## src/rtl/dcd_pkg.sv

```systemverilog
package dcd_pkg;

    localparam logic [2:0] REG_SRC_LO = 3'h0;
    localparam logic [2:0] REG_SRC_HI = 3'h1;
    localparam logic [2:0] REG_DST_LO = 3'h2;
    localparam logic [2:0] REG_DST_HI = 3'h3;
    localparam logic [2:0] REG_COUNT = 3'h4;
    localparam logic [2:0] REG_CTRL = 3'h5;
    localparam logic [2:0] REG_STAT = 3'h6;

    localparam logic [15:0] CTRL_RST = 16'h0000;
    localparam logic [19:0] PTR_RST = 20'h00000;
    localparam logic [15:0] COUNT_RST = 16'h0000;

    localparam logic [1:0] STEP_HOLD = 2'h0;
    localparam logic [1:0] STEP_INC = 2'h1;
    localparam logic [1:0] STEP_DEC = 2'h2;

    localparam logic [1:0] SYNC_NONE = 2'h0;
    localparam logic [1:0] SYNC_SRC = 2'h1;
    localparam logic [1:0] SYNC_DST = 2'h2;

    localparam logic [1:0] REQ_PIN = 2'h0;
    localparam logic [1:0] REQ_TIMER2 = 2'h1;
    localparam logic [1:0] REQ_SERIAL = 2'h2;
    localparam logic [1:0] REQ_SOFT = 2'h3;

    localparam logic [2:0] CYC_MIN = 3'h4;
    localparam logic [2:0] GAP_DST_FREE = 3'h2;
    localparam logic [2:0] GAP_DST_CPU = 3'h4;

    typedef struct packed {
        logic dst_mem;
        logic [1:0] dst_step;
        logic src_mem;
        logic [1:0] src_step;
        logic term_en;
        logic irq_en;
        logic [1:0] sync;
        logic prio;
        logic pin_irq;
        logic [1:0] req_sel;
        logic enable;
        logic word;
    } dcd_ctrl_t;

    typedef struct packed {
        logic [19:0] addr;
        logic io;
        logic wr;
        logic word;
        logic [15:0] data;
    } dcd_cyc_t;

    typedef enum logic [1:0] {
        ST_IDLE = 2'b00,
        ST_RD = 2'b01,
        ST_WR = 2'b11,
        ST_GAP = 2'b10
    } dcd_state_t;

endpackage

```

## src/rtl/dcd_dma.sv

```systemverilog
`timescale 1ns/10ps
module dcd_dma import dcd_pkg::*; (
    input wire logic clk_sys,
    input wire logic rst,
    input wire logic [3:0] reg_addr,
    input wire logic [15:0] reg_wdata,
    input wire logic reg_we,
    input wire logic reg_re,
    output logic [15:0] reg_rdata,
    input wire logic [1:0] channel_request_pins,
    input wire logic timer2_out,
    input wire logic [1:0] ser_req,
    input wire logic hold_req,
    output logic hold_ack,
    input wire logic nmi_req,
    input wire logic cpu_lock,
    input wire logic cpu_odd_word,
    input wire logic cpu_bus_need,
    output logic bus_req,
    output dcd_cyc_t bus_cyc,
    input wire logic bus_done,
    input wire logic [15:0] bus_rdata,
    output logic [1:0] tc_irq,
    output logic request_pin0_irq_alias,
    output logic request_pin1_irq_alias
);

    ////////////////////////////////////////////////////////////////////////////
    // Functions.

    function automatic logic [19:0] ptr_step(input logic [19:0] p, input logic [1:0] m, input logic w);
        logic [19:0] d;
        d = w ? 20'h00002 : 20'h00001;
        case (m)
            STEP_INC: ptr_step = p + d;
            STEP_DEC: ptr_step = p - d;
            default: ptr_step = p;
        endcase
    endfunction

    ////////////////////////////////////////////////////////////////////////////
    // State.

    logic [3:0] sync1_q;
    logic [3:0] sync2_q;
    logic [19:0] src_q [2];
    logic [19:0] dst_q [2];
    logic [15:0] cnt_q [2];
    dcd_ctrl_t ctrl_q [2];
    logic [1:0] sw_q;
    dcd_state_t st_q;
    logic cur_q;
    logic last_q;
    logic [2:0] ph_q;
    logic [2:0] gap_q;
    logic [1:0] drq_s;
    logic hold_s;
    logic nmi_s;
    logic [1:0] ready;
    logic [1:0] start_ch;
    logic blocked;
    logic pick;
    logic rd_done;
    logic wr_done;
    logic [1:0] done_ch;
    logic [1:0] alias_q;
    logic [15:0] cnt_dec [2];

    ////////////////////////////////////////////////////////////////////////////
    // Pin synchronisers for request pins, hold and NMI.

    always_ff @(posedge clk_sys or posedge rst) begin
        if (rst) begin
            sync1_q <= 4'h0;
            sync2_q <= 4'h0;
        end else begin
            sync1_q <= {nmi_req, hold_req, channel_request_pins};
            sync2_q <= sync1_q;
        end
    end

    assign drq_s = sync2_q[1:0];
    assign hold_s = sync2_q[2];
    assign nmi_s = sync2_q[3];

    ////////////////////////////////////////////////////////////////////////////
    // Request selection and arbitration.

    always_comb begin
        for (int i = 0; i < 2; i++) begin
            logic r;
            r = 1'b0;
            case (ctrl_q[i].req_sel)
                REQ_PIN: r = drq_s[i] && !ctrl_q[i].pin_irq;
                REQ_TIMER2: r = timer2_out;
                REQ_SERIAL: r = ser_req[i];
                default: r = sw_q[i];
            endcase
            ready[i] = ctrl_q[i].enable && ((ctrl_q[i].sync == SYNC_NONE) || r);
        end
    end

    // Hold, NMI, a locked sequence or an odd word split keeps new transfers out.
    assign blocked = hold_s || nmi_s || cpu_lock || cpu_odd_word;

    always_comb begin
        if (ready == 2'b11) begin
            if (ctrl_q[0].prio != ctrl_q[1].prio) begin
                pick = ctrl_q[1].prio;
            end else begin
                pick = ~last_q;
            end
        end else begin
            pick = ready[1];
        end
    end

    assign rd_done = (st_q == ST_RD) && bus_done && (ph_q >= CYC_MIN - 3'h1);
    assign wr_done = (st_q == ST_WR) && bus_done && (ph_q >= CYC_MIN - 3'h1);
    assign start_ch = ((st_q == ST_IDLE) && !blocked && (ready != 2'b00)) ? (pick ? 2'b10 : 2'b01) : 2'b00;
    assign done_ch = wr_done ? (cur_q ? 2'b10 : 2'b01) : 2'b00;

    ////////////////////////////////////////////////////////////////////////////
    // Transfer sequencer: read cycle, write cycle, optional gap.

    always_ff @(posedge clk_sys or posedge rst) begin
        if (rst) begin
            st_q <= ST_IDLE;
            cur_q <= 1'b0;
            last_q <= 1'b0;
            ph_q <= 3'h0;
            gap_q <= 3'h0;
        end else begin
            case (st_q)
                ST_IDLE: begin
                    ph_q <= 3'h0;
                    if (start_ch != 2'b00) begin
                        cur_q <= pick;
                        last_q <= pick;
                        st_q <= ST_RD;
                    end
                end
                ST_RD: begin
                    ph_q <= (ph_q < CYC_MIN) ? ph_q + 3'h1 : ph_q;
                    if (rd_done) begin
                        ph_q <= 3'h0;
                        st_q <= ST_WR;
                    end
                end
                ST_WR: begin
                    ph_q <= (ph_q < CYC_MIN) ? ph_q + 3'h1 : ph_q;
                    if (wr_done) begin
                        if (ctrl_q[cur_q].sync == SYNC_DST) begin
                            gap_q <= cpu_bus_need ? GAP_DST_CPU : GAP_DST_FREE;
                            st_q <= ST_GAP;
                        end else begin
                            st_q <= ST_IDLE;
                        end
                    end
                end
                ST_GAP: begin
                    gap_q <= gap_q - 3'h1;
                    if (gap_q <= 3'h1) begin
                        st_q <= ST_IDLE;
                    end
                end
                default: st_q <= ST_IDLE;
            endcase
        end
    end

    ////////////////////////////////////////////////////////////////////////////
    // Bus cycle presented to the system bus.

    assign bus_req = (st_q == ST_RD) || (st_q == ST_WR);

    always_ff @(posedge clk_sys or posedge rst) begin
        if (rst) begin
            bus_cyc <= '0;
        end else if (start_ch != 2'b00) begin
            bus_cyc.addr <= src_q[pick];
            bus_cyc.io <= !ctrl_q[pick].src_mem;
            bus_cyc.wr <= 1'b0;
            bus_cyc.word <= ctrl_q[pick].word;
            bus_cyc.data <= 16'h0000;
        end else if (rd_done) begin
            bus_cyc.addr <= dst_q[cur_q];
            bus_cyc.io <= !ctrl_q[cur_q].dst_mem;
            bus_cyc.wr <= 1'b1;
            bus_cyc.data <= bus_rdata;
        end
    end

    ////////////////////////////////////////////////////////////////////////////
    // Channel registers; a software write wins over a hardware update.

    always_comb begin
        for (int i = 0; i < 2; i++) begin
            cnt_dec[i] = cnt_q[i] - 16'h0001;
        end
    end

    always_ff @(posedge clk_sys or posedge rst) begin
        if (rst) begin
            for (int i = 0; i < 2; i++) begin
                src_q[i] <= PTR_RST;
                dst_q[i] <= PTR_RST;
                cnt_q[i] <= COUNT_RST;
                ctrl_q[i] <= CTRL_RST;
            end
        end else begin
            for (int i = 0; i < 2; i++) begin
                if (done_ch[i]) begin
                    src_q[i] <= ptr_step(src_q[i], ctrl_q[i].src_step, ctrl_q[i].word);
                    dst_q[i] <= ptr_step(dst_q[i], ctrl_q[i].dst_step, ctrl_q[i].word);
                    cnt_q[i] <= cnt_dec[i];
                    if (ctrl_q[i].term_en && (cnt_dec[i] == 16'h0000)) begin
                        ctrl_q[i].enable <= 1'b0;
                    end
                end
                if (reg_we && (reg_addr[3] == i[0])) begin
                    case (reg_addr[2:0])
                        REG_SRC_LO: src_q[i][15:0] <= reg_wdata;
                        REG_SRC_HI: src_q[i][19:16] <= reg_wdata[3:0];
                        REG_DST_LO: dst_q[i][15:0] <= reg_wdata;
                        REG_DST_HI: dst_q[i][19:16] <= reg_wdata[3:0];
                        REG_COUNT: cnt_q[i] <= reg_wdata;
                        REG_CTRL: ctrl_q[i] <= reg_wdata;
                        default: ;
                    endcase
                end
            end
        end
    end

    // Software request: set by a status write, taken when the channel starts.
    always_ff @(posedge clk_sys or posedge rst) begin
        if (rst) begin
            sw_q <= 2'b00;
        end else begin
            for (int i = 0; i < 2; i++) begin
                if (reg_we && (reg_addr[3] == i[0]) && (reg_addr[2:0] == REG_STAT) && reg_wdata[0]) begin
                    sw_q[i] <= 1'b1;
                end else if (start_ch[i] && (ctrl_q[i].req_sel == REQ_SOFT)) begin
                    sw_q[i] <= 1'b0;
                end
            end
        end
    end

    ////////////////////////////////////////////////////////////////////////////
    // Register read port.

    always_ff @(posedge clk_sys or posedge rst) begin
        if (rst) begin
            reg_rdata <= 16'h0000;
        end else if (reg_re) begin
            case (reg_addr[2:0])
                REG_SRC_LO: reg_rdata <= src_q[reg_addr[3]][15:0];
                REG_SRC_HI: reg_rdata <= {12'h000, src_q[reg_addr[3]][19:16]};
                REG_DST_LO: reg_rdata <= dst_q[reg_addr[3]][15:0];
                REG_DST_HI: reg_rdata <= {12'h000, dst_q[reg_addr[3]][19:16]};
                REG_COUNT: reg_rdata <= cnt_q[reg_addr[3]];
                REG_CTRL: reg_rdata <= ctrl_q[reg_addr[3]];
                REG_STAT: reg_rdata <= {14'h0000, bus_req && (cur_q == reg_addr[3]), sw_q[reg_addr[3]]};
                default: reg_rdata <= 16'h0000;
            endcase
        end
    end

    ////////////////////////////////////////////////////////////////////////////
    // Hold grant, terminal count interrupt and pin interrupt aliases.

    always_ff @(posedge clk_sys or posedge rst) begin
        if (rst) begin
            hold_ack <= 1'b0;
        end else begin
            hold_ack <= hold_s && (st_q == ST_IDLE);
        end
    end

    always_ff @(posedge clk_sys or posedge rst) begin
        if (rst) begin
            tc_irq <= 2'b00;
        end else begin
            for (int i = 0; i < 2; i++) begin
                tc_irq[i] <= done_ch[i] && ctrl_q[i].irq_en && (cnt_dec[i] == 16'h0000);
            end
        end
    end

    always_ff @(posedge clk_sys or posedge rst) begin
        if (rst) begin
            alias_q <= 2'b00;
        end else begin
            for (int i = 0; i < 2; i++) begin
                alias_q[i] <= drq_s[i] && (!ctrl_q[i].enable || ctrl_q[i].pin_irq ||
                    (ctrl_q[i].req_sel != REQ_PIN) || (ctrl_q[i].sync == SYNC_NONE));
            end
        end
    end

    assign request_pin0_irq_alias = alias_q[0];
    assign request_pin1_irq_alias = alias_q[1];

    ////////////////////////////////////////////////////////////////////////////
    // Checks.

    logic [4:0] xfer_len_q;

    always_ff @(posedge clk_sys or posedge rst) begin
        if (rst) begin
            xfer_len_q <= 5'h00;
        end else if (st_q == ST_IDLE) begin
            xfer_len_q <= 5'h00;
        end else if (xfer_len_q != 5'h1f) begin
            xfer_len_q <= xfer_len_q + 5'h01;
        end
    end

    property p_min_clocks;
        @(posedge clk_sys) disable iff (rst) wr_done |-> xfer_len_q >= 5'h07;
    endproperty
    a_min_clocks: assert property (p_min_clocks) else $error("Transfer shorter than eight clocks.");

    property p_rd_then_wr;
        @(posedge clk_sys) disable iff (rst) rd_done |=> (st_q == ST_WR) && bus_cyc.wr;
    endproperty
    a_rd_then_wr: assert property (p_rd_then_wr) else $error("Read not followed by write.");

    property p_hold_first;
        @(posedge clk_sys) disable iff (rst) hold_s && (st_q == ST_IDLE) |=> (st_q == ST_IDLE) && hold_ack;
    endproperty
    a_hold_first: assert property (p_hold_first) else $error("DMA started ahead of bus hold.");

    property p_nmi_halt;
        @(posedge clk_sys) disable iff (rst) nmi_s && (st_q == ST_IDLE) |=> st_q == ST_IDLE;
    endproperty
    a_nmi_halt: assert property (p_nmi_halt) else $error("DMA started during NMI.");

    property p_cpu_lock;
        @(posedge clk_sys) disable iff (rst) (cpu_lock || cpu_odd_word) && (st_q == ST_IDLE) |=> !bus_req;
    endproperty
    a_cpu_lock: assert property (p_cpu_lock) else $error("DMA broke a locked CPU sequence.");

    property p_word_step;
        @(posedge clk_sys) disable iff (rst)
            done_ch[0] && ctrl_q[0].word && (ctrl_q[0].src_step == STEP_INC) && !reg_we
            |=> src_q[0] == $past(src_q[0]) + 20'h00002;
    endproperty
    a_word_step: assert property (p_word_step) else $error("Word pointer did not step by two.");

    property p_term_stop;
        @(posedge clk_sys) disable iff (rst)
            done_ch[1] && ctrl_q[1].term_en && (cnt_q[1] == 16'h0001) && !reg_we |=> !ctrl_q[1].enable;
    endproperty
    a_term_stop: assert property (p_term_stop) else $error("Channel did not stop at count end.");

    property p_tc_irq;
        @(posedge clk_sys) disable iff (rst) tc_irq[0] |-> $past(ctrl_q[0].irq_en) && (cnt_q[0] == 16'h0000);
    endproperty
    a_tc_irq: assert property (p_tc_irq) else $error("Spurious terminal count interrupt.");

    property p_dst_gap;
        @(posedge clk_sys) disable iff (rst)
            wr_done && (ctrl_q[cur_q].sync == SYNC_DST) && !cpu_bus_need |=> (st_q == ST_GAP)[*2] ##1 st_q == ST_IDLE;
    endproperty
    a_dst_gap: assert property (p_dst_gap) else $error("Destination sync gap wrong.");

    property p_alias;
        @(posedge clk_sys) disable iff (rst)
            !ctrl_q[0].enable && !$past(ctrl_q[0].enable) |-> request_pin0_irq_alias == $past(drq_s[0]);
    endproperty
    a_alias: assert property (p_alias) else $error("Request pin not passed as interrupt.");

endmodule

```

## config.mk

```make
export PLATFORM = sky130hd
export DESIGN_NAME = dcd_dma
export DESIGN_NICKNAME = d
export VERILOG_FILES = /design/src/rtl/dcd_pkg.sv /design/src/rtl/dcd_dma.sv
export SDC_FILE = /design/constraint.sdc
export NUM_CORES = 1
export LEC_CHECK = 0
export ABC_AREA = 1
export BUFFER_PORTS_ARGS = -buffer_cell sky130_fd_sc_hd__buf_2
export CAP_MARGIN = 20
export CORE_UTILIZATION = 33
export DETAILED_ROUTE_END_ITERATION = 8
export PLACE_DENSITY = 0.57
export SLEW_MARGIN = 20
export SYNTH_ARGS = -nofsm -noshare
export SYNTH_HDL_FRONTEND = slang
export SYNTH_SLANG_ARGS = --single-unit
```

## constraint.sdc

```tcl
create_clock -name clk_sys -period 12.63 [get_ports clk_sys]
set_input_delay 2.526 -clock clk_sys [delete_from_list [all_inputs] [get_ports clk_sys]]
set_output_delay 2.526 -clock clk_sys [all_outputs]
set_load 0.01 [all_outputs]
```

# ---- After elaboration in Yosys (flattened, before gate mapping)
# Cells that the tools add are included.
dict set report classes {
  n_reduce_logical 69
  n_eq_ne 32
  bitwise_logic 5
  add_sub_neg 12
  muxes 92
  n_lt_le_gt_ge 7
}
# operator n
set op_table {}
lappend op_table {{$mux W20} 20}
lappend op_table {{$mux W16} 21}
lappend op_table {{$pmux W20 S2} 4}
lappend op_table {{$pmux W16 S7} 1}
lappend op_table {{$mux W22} 2}
lappend op_table {{$add A20 B2 Y20} 2}
lappend op_table {{$add A20 B20 Y20} 2}
lappend op_table {{$sub A20 B2 Y20} 2}
lappend op_table {{$sub A20 B20 Y20} 2}
lappend op_table {{$mux W13} 3}
lappend op_table {{$logic_not A16 Y1} 2}
lappend op_table {{$sub A16 B1 Y16 const B} 2}
lappend op_table {{$mux W2} 15}
lappend op_table {{$logic_and A1 B1 Y1} 28}
lappend op_table {{$eq A2 B2 Y1 const B} 12}
lappend op_table {{$mux W4} 4}
lappend op_table {{$reduce_bool A2 Y1} 8}
lappend op_table {{$mux W3} 5}
lappend op_table {{$eq A2 B1 Y1 const B} 7}
lappend op_table {{$logic_or A1 B1 Y1} 12}
lappend op_table {{$mux W1} 12}
lappend op_table {{$logic_not A2 Y1} 5}
lappend op_table {{$eq A3 B3 Y1 const B} 3}
lappend op_table {{$pmux W3 S3} 1}
lappend op_table {{24 further kinds} 42}
dict set report word_totals {
  reg_bits 223
  inputBits 51
  wordCells 264
  out_inout_bits 61
}

# ---- Longest topological paths before layout
# Gate-level depths: netlist (run 1).
dict set report logic_depth {
  word_depth 13
  depth_mapped 19
  ltp_nobuf 17
}

# ---- Worst setup path before layout (run 1)
# No wires, ideal clock.
dict set report synth_timing {
  path_kind {input -> register}
  start {input port reg_addr[2]}
  end {register reg_rdata[4]}
  setup_time_ns 0.117
  setup_slack_ns 8.834
  t_arrival_ns 3.679
  stages 10
  n_path_buf 3
  t_required_ns 12.513
  path_cell_list {buf_2 > inv_1 > nand2_2 > inv_2 > buf_2 > buf_6 > a221oi_1 > o211ai_1 > nand2_1 > nand2_1}
}
dict set report synth_between {
  elab_chain_len 2
  elab_cells_between_ends 8
  cone_classes {eq/ne: 6; mux: 1; reduce/logical: 1}
}
# element line
set synth_rtl {}
lappend synth_rtl {{from (decl)} dcd_dma.sv:5} ;# input wire logic [3:0] reg_addr,
lappend synth_rtl {{$eq A3 B3 Y1 (tied with other cells)} dcd_dma.sv:258} ;# case (reg_addr[2:0])
lappend synth_rtl {{$pmux W16 S7 *} dcd_dma.sv:258}
lappend synth_rtl {{to (signal assigned)} dcd_dma.sv:259} ;# REG_SRC_LO: reg_rdata <= src_q[reg_addr[3]][15:0];
lappend synth_rtl {{to (signal assigned)} dcd_dma.sv:260} ;# REG_SRC_HI: reg_rdata <= {12'h000, src_q[reg_addr[3]][19:16]};
lappend synth_rtl {{to (signal assigned)} dcd_dma.sv:261} ;# REG_DST_LO: reg_rdata <= dst_q[reg_addr[3]][15:0];
lappend synth_rtl {{to (decl)} dcd_dma.sv:9} ;# output logic [15:0] reg_rdata,
# Every way passes the cells marked *; elsewhere a longest branch is shown, timed or not.
# A chain may end at the register's enable or synchronous reset.

# ---- Final worst setup path (run 1)
dict set report layout_timing {
  start {input port reg_addr[3]}
  end {register src_q[8] in the netlist's numbering}
}
dict set report layout_between {
  elab_chain_len 2
}
# element line
set layout_rtl {}
lappend layout_rtl {{$logic_and A1 B1 Y1} dcd_dma.sv:221} ;# if (reg_we && (reg_addr[3] == i[0])) begin
lappend layout_rtl {{$mux W20} dcd_dma.sv:221}
lappend layout_rtl {{to (signal, indexed assignment)} dcd_dma.sv:214} ;# src_q[i] <= ptr_step(src_q[i], ctrl_q[i].src_step, ctrl_q[i].word);
lappend layout_rtl {{to (signal, indexed assignment)} dcd_dma.sv:223} ;# REG_SRC_LO: src_q[i][15:0] <= reg_wdata;
lappend layout_rtl {{to (signal, indexed assignment)} dcd_dma.sv:224} ;# REG_SRC_HI: src_q[i][19:16] <= reg_wdata[3:0];
lappend layout_rtl {{to (decl)} dcd_dma.sv:46} ;# logic [19:0] src_q [2];
# No other way between the ends.

==> impl_metrics.json, run 1 <==
{
  "postSynthAreaPerCell_um2": 6.34,
  "required_ps": 13040,
  "yosys.area_share.simple_pct": 35.4,
  "synth_mux_area_share_pct": 0,
  "synth_fp_nets": 2911,
  "seq_power_share_pct": 32.1,
  "vias_per_cell": 5.39,
  "p_leak_uw": 0.00996,
  "cts.sinks": 223,
  "drtIter0Drc": 2268,
  "antenna_found_initial": 2,
  "rows": 85,
  "nNetsFinal": 2963,
  "hold_violations": 0,
  "tightestPinTransition_ps": 1030,
  "synth-warning-count": 0,
  "hold_path_class": "reg -> reg",
  "cts-root-buf": "clkbuf_16",
  "die_h_um": 235,
  "clkPwrFrac_pct": 21.8,
  "vias": 19400,
  "clock_latency_ps": 600,
  "setup_viol": 0,
  "finalCriticalPeriod_ps": 5160,
  "critical_path.top_delay_family": "simple AND/OR/NAND/NOR gates",
  "diodes": 0,
  "synth-xor-area-share_pct": 2.29,
  "drc": 0,
  "grt_pass1_wl_mm": 110,
  "intPower_uw": 2000,
  "drt_wl_total_mm": 73.0,
  "startpoint_type": "primary input",
  "fin_crit_sh_pct": 40.8,
  "final_cells": 3601,
  "portBuffers": 111,
  "cts_buffers": 28,
  "cts-hold-fix-buffers": 0,
  "powerDensity_nw_per_um2": 191,
  "synth-seq-cells": 223,
  "cp_slowest_stage_delay_ps": 880,
  "r2r_setup_slack_ps": 9450,
  "hold_ws_ps": 352,
  "rsz0062_at_grt": "false",
  "fin_tns_setup_ps": 0,
  "end_kind": "flip-flop",
  "fmax_mhz": 194,
  "netSwitchingFraction_pct": 47.6,
  "firstDrtPassIters": 6,
  "cp_slowest_cell": "nor2_1",
  "postCtsSetupBuffers": 0,
  "cts_tree": "built",
  "path_clk_slew_ps": 60,
  "status": "finished, final reports clean",
  "finalCoreUtilization_pct": 37.0,
  "crit_fanout": 72,
  "combPwrFrac_pct": 46.1,
  "power_switching_uw": 1810,
  "drt.antenna.violating_nets": 0,
  "area_growth_pct": 10.9,
  "cp_cell_sequence": "buf_2 > buf_4 > nand2_1 > nor2_1 > inv_1 > o211ai_1 > o21ai_0",
  "htreeDepth": 1,
  "fp.dieArea_um2": 55400,
  "maxCapViolations": 0,
  "synth_top_family_by_area": "simple AND/OR/NAND/NOR gates",
  "grt_pass1_vias": 17600,
  "cp.arrival_ps": 5570,
  "slew_violations": 0,
  "yosys.cell_types.count": 55,
  "io_pins": 112,
  "layout-drive-gt1-share_pct": 10.7,
  "synth-compound-area-share_pct": 18.0,
  "die_w_um": 235,
  "gr-total-overflow": 0,
  "fillers": 5906,
  "synthCells": 2833,
  "slew_headroom_pct": 31.1,
  "ir_drop_v": 0.000120,
  "crit_buf_inv": 3,
  "wl_per_cell_um": 20.3,
  "grt_max_degree": 85,
  "dp.cells": 3551,
  "start_util_pct": 33.4,
  "crit_type": "in -> reg",
  "ys_seq_area_share_pct": 31.1,
  "place.gp.congestion": 1.00,
  "yosys.area_share.adder_pct": 2.05,
  "syn-cell-area_um2": 18000,
  "design.core.area_um2": 53800,
  "clk_path_buf_depth": 3,
  "cts_resized": 0,
  "skew_ps": 45.3,
  "dp_hpwl_mm": 56.1,
  "track_usage_pct": 25.7
}
## final timing paths
path                              from    endpoint  depth (start not counted)
max                        reg_addr[3]    src_q[8]                          7
min                         sync1_q[3]  sync2_q[3]                          0
max reg2reg                 ctrl_q[11]   src_q[11]                         14
min reg2reg                 sync1_q[3]  sync2_q[3]                          0
max in group asynchronous          rst   src_q[16]                          3
min in group asynchronous          rst  bus_cyc[1]                          2
## cells by family after synthesis
group / Yosys count
AOI/OAI and AO/OA: 564
and+or+nand+nor: 1481
adders and majority gates: 27
DFF: 223
buffers and inverters: 491
xor gates and xnor gates: 47
## sequential cells by signal, summed over array words and instances, names as in the netlist, 3 cells and up
register / count
cnt_q: 32
bus_cyc: 39
ctrl_q: 32
reg_rdata: 16
ph_q: 3
sync1_q: 4
src_q: 40
sync2_q: 4
dst_q: 40
gap_q: 3
## area by class of cell
| class | count | area, um^2 | share of cell area [%] |
|---|---|---|---|
| Multi-Input combinational cell | 2119 | 10400 | 52.2 |
| Sequential cell | 223 | 5580 | 28.0 |
| Inverter | 385 | 1450 | 7.29 |
| Tap cell | 696 | 871 | 4.37 |
| Clock buffer | 44 | 841 | 4.22 |
| Timing Repair Buffer | 128 | 683 | 3.43 |
| Clock inverter | 6 | 108 | 0.540 |
## power groups by stage
stage / logic (uW) / registers (uW) / clock network [uW]
finish: 1760 / 1220 / 831
global route: 1960 / 1240 / 870
CTS: 1730 / 1210 / 841
detailed placement: 1720 / 1220 / 0
global placement: 1720 / 1210 / 0
floorplan: 1270 / 1120 / 0
## layer usage
metal,routed length [um],global-route usage (%)
met5,26,0
met2,31300,39.3
met3,6090,3.81
met1,32200,36.3
met4,3280,10.3
## cells in the mapped netlist (all sizes together)
cell type    n  area, um^2
clkinv       5        18.8
nor3b        2        20.0
fa           4        80.1
a22o        16         140
a22oi       12         100
ha          23         288
dfrtp      223        5580
nand4       33         213
xor2        32         280
a21o         1        7.51
o22ai       21         131
o31ai        2        15.0
a31oi        5        31.3
a211oi       3        22.5
nand3b       4        30.0
nor2       344        1480
o2111ai      2        17.5
or2         15        93.8
nor3        14        90.1
a221oi      23         201
o211a        1        10.0
o311ai       1        8.76
nor4         1        6.26
clkbuf      46         173
inv        380        1430
o32ai        2        17.5
nand3      205        1040
buf         60         397
a32o         2        20.0
nand2      863        3400
o211ai      26         195
o21ai      233        1170
a21oi      204        1050
xnor2       15         131
o21bai      10        93.8
## worst reg2reg max path: stages, from the launching register on
cell and delay, ps:
dfrtp_1 540, ha_1 520, inv_1 370, nor2_1 270, ha_1 280, a21oi_1 190
o21ai_2 130, nand3_1 100, nand2_2 90, nand2_1 120, nand2_1 70, nand2_1 60
nand3_1 100, nand2_1 90, o21ai_1 60
## layout by cell type (no fill, tap or decap), types with 21 or more instances in the layout
master / count
nand2_1: 817
inv_1: 360
buf_2: 111
a21oi_1: 197
ha_1: 22
xor2_1: 32
nand3_1: 203
clkbuf_16: 28
dfrtp_1: 223
nand4_1: 32
o22ai_1: 21
a221oi_1: 23
nor2_2: 34
o21ai_0: 214
nand2_2: 37
nor2_1: 297
o211ai_1: 26
## metrics by stage
stage          setup slack [ps]  total power, uW  instance area [um^2]
2_1_floorplan              4000             2390                 18000
3_5_place_dp               7020             2940                 19000
5_1_grt                    7290             4070                 19900
3_3_place_gp               7080             2930                 19000
6_report                   7470             3810                 19900
4_1_cts                    7600             3780                 19900
No activity file was read; power rests on OpenSTA's default activity.
==> run 2, diff against run 1 <==
==> constraint.sdc (replaced) <==
create_clock -name clk_sys -period 5.2 [get_ports clk_sys]
set_input_delay 1.04 -clock clk_sys [delete_from_list [all_inputs] [get_ports clk_sys]]
set_output_delay 1.04 -clock clk_sys [all_outputs]
set_load 0.01 [all_outputs]
==> impl_metrics.json, run 2 (synthesis results as in run 1) <==
{
  "status": "finished, final reports clean",
  "fin_tns_setup_ps": 0,
  "fin_crit_sh_pct": 62.4,
  "cts_buffers": 30,
  "layout-drive-gt1-share_pct": 11.0,
  "vias": 19300,
  "grt_max_degree": 74,
  "multi_input_area_um2": 10400,
  "finalCoreUtilization_pct": 37.5,
  "fmax_mhz": 308,
  "dp.cells": 3553,
  "hold_path_class": "reg -> reg",
  "crit_buf_inv": 2,
  "end_kind": "flip-flop",
  "final_common_cell": "nand2_1",
  "htreeDepth": 1,
  "powerDensity_nw_per_um2": 473,
  "cts_resized": 0,
  "most-common-layout-cells": "nand2_1, inv_1, nor2_1",
  "grt_pass1_vias": 17700,
  "p_leak_uw": 0.0101,
  "setup_viol": 0,
  "design.core.area_um2": 53800,
  "area_growth_pct": 12.2,
  "tightestPinTransition_ps": 999,
  "fp.dieArea_um2": 55400,
  "place.gp.congestion": 1.01,
  "p_total_uw": 9540,
  "finalCriticalPeriod_ps": 3240,
  "final_cells": 3612,
  "crit_fanout": 23,
  "die_h_um": 235,
  "portBuffers": 111,
  "cts-hold-fix-buffers": 0,
  "firstDrtPassIters": 8,
  "maxCapViolations": 0,
  "skew_ps": 60.1,
  "io_pins": 112,
  "cts_tree": "built",
  "cts-root-buf": "clkbuf_16",
  "cp_slowest_stage_delay_ps": 880,
  "startpoint_type": "flip-flop",
  "wl_per_cell_um": 20.1,
  "hold_start": "sync1_q[0]",
  "die_w_um": 235,
  "dp_hpwl_mm": 55.6,
  "cp_cell_sequence": "ha_1 > inv_2 > nand2_1 > nand2_2 > inv_2 > nand2_1 > o21bai_2 > nand2_1 > nand2_2 > nand2_1 > nand3_1 > nand3_1 > nand2_1 > o21ai_0",
  "drc": 0,
  "rows": 85,
  "fillers": 5880,
  "drt_wl_total_mm": 72.5,
  "ir_drop_v": 0.000293,
  "drtIter0Drc": 2287,
  "clk_path_buf_depth": 3,
  "reg2reg_from": "ctrl_q[11]",
  "path_clk_slew_ps": 60,
  "cp.arrival_ps": 3670,
  "gr-total-overflow": 0,
  "crit_top_cell": "nand2_1",
  "track_usage_pct": 25.7,
  "r2r_setup_slack_ps": 1960,
  "nNetsFinal": 2968,
  "crit_type": "reg -> reg",
  "slew_headroom_pct": 33.4,
  "cts.sinks": 223,
  "clock_latency_ps": 620,
  "ff_latch_area_um2": 5580,
  "startpoint": "ctrl_q[11]",
  "drt.antenna.violating_nets": 0,
  "critical_path.top_delay_family": "simple AND/OR/NAND/NOR gates",
  "cp_slowest_cell": "ha_1",
  "postCtsSetupBuffers": 0,
  "slew_violations": 0,
  "antenna_found_initial": 4,
  "grt_pass1_wl_mm": 110,
  "rsz0062_at_grt": "false",
  "start_util_pct": 33.4,
  "vias_per_cell": 5.33,
  "required_ps": 5630,
  "hold_violations": 0,
  "top_regs": "dst_q (40), src_q (40), bus_cyc (39)"
}
run 2: changes by cell type in the layout (fill, tap and decap cells not counted), moves of 2 or more:
| cell | change |
|---|---|
| bufinv_16 | +4 |
| clkinvlp_4 | +2 |
| clkbuf_1 | -4 |
| clkbuf_16 | +2 |
| clkinv_2 | +2 |
| buf_12 | +4 |
| diode_2 | +4 |
run 2: final cells by class:
type / instances / share of cell area (%)
multi-input combinational: 2119 / 51.5
sequential: 223 / 27.7
inverter: 385 / 7.18
tap: 696 / 4.32
clock buffer: 41 / 4.27
timing repair buffer: 131 / 3.75
clock inverter: 13 / 1.22
antenna: 4 / 0.0496
run 2: power breakdown:
| part | internal (uW) | leakage [uW] | switching [uW] |
|---|---|---|---|
| combinational | 1400 | 0.00683 | 2870 |
| sequential | 2250 | 0.00270 | 717 |
| clock | 1450 | 0.000537 | 849 |
run 2: final timing paths:
check	cells past startpoint	end
setup / recovery	14	src_q[12]
hold / removal	0	sync2_q[0]
setup reg to reg	14	src_q[12]
hold reg to reg	0	sync2_q[0]
max in group asynchronous	3	src_q[14]
min in group asynchronous	2	bus_cyc[0]
run 2: per-stage QoR:
step	setup WS (ps)	instance area (um^2)	hold WS, ps
CTS	2030	20100	348
finish	1960	20200	346
floorplan	1250	18000	331
detailed placement	1870	19000	335
global route	1810	20200	356
global placement	1900	19000	332
run 2: metal layers:
metal | global-route usage, % | routed length [um]
met5 | 0 | 34
met4 | 12.7 | 3810
met3 | 5.17 | 7060
met2 | 38.7 | 30800
met1 | 34.9 | 30800
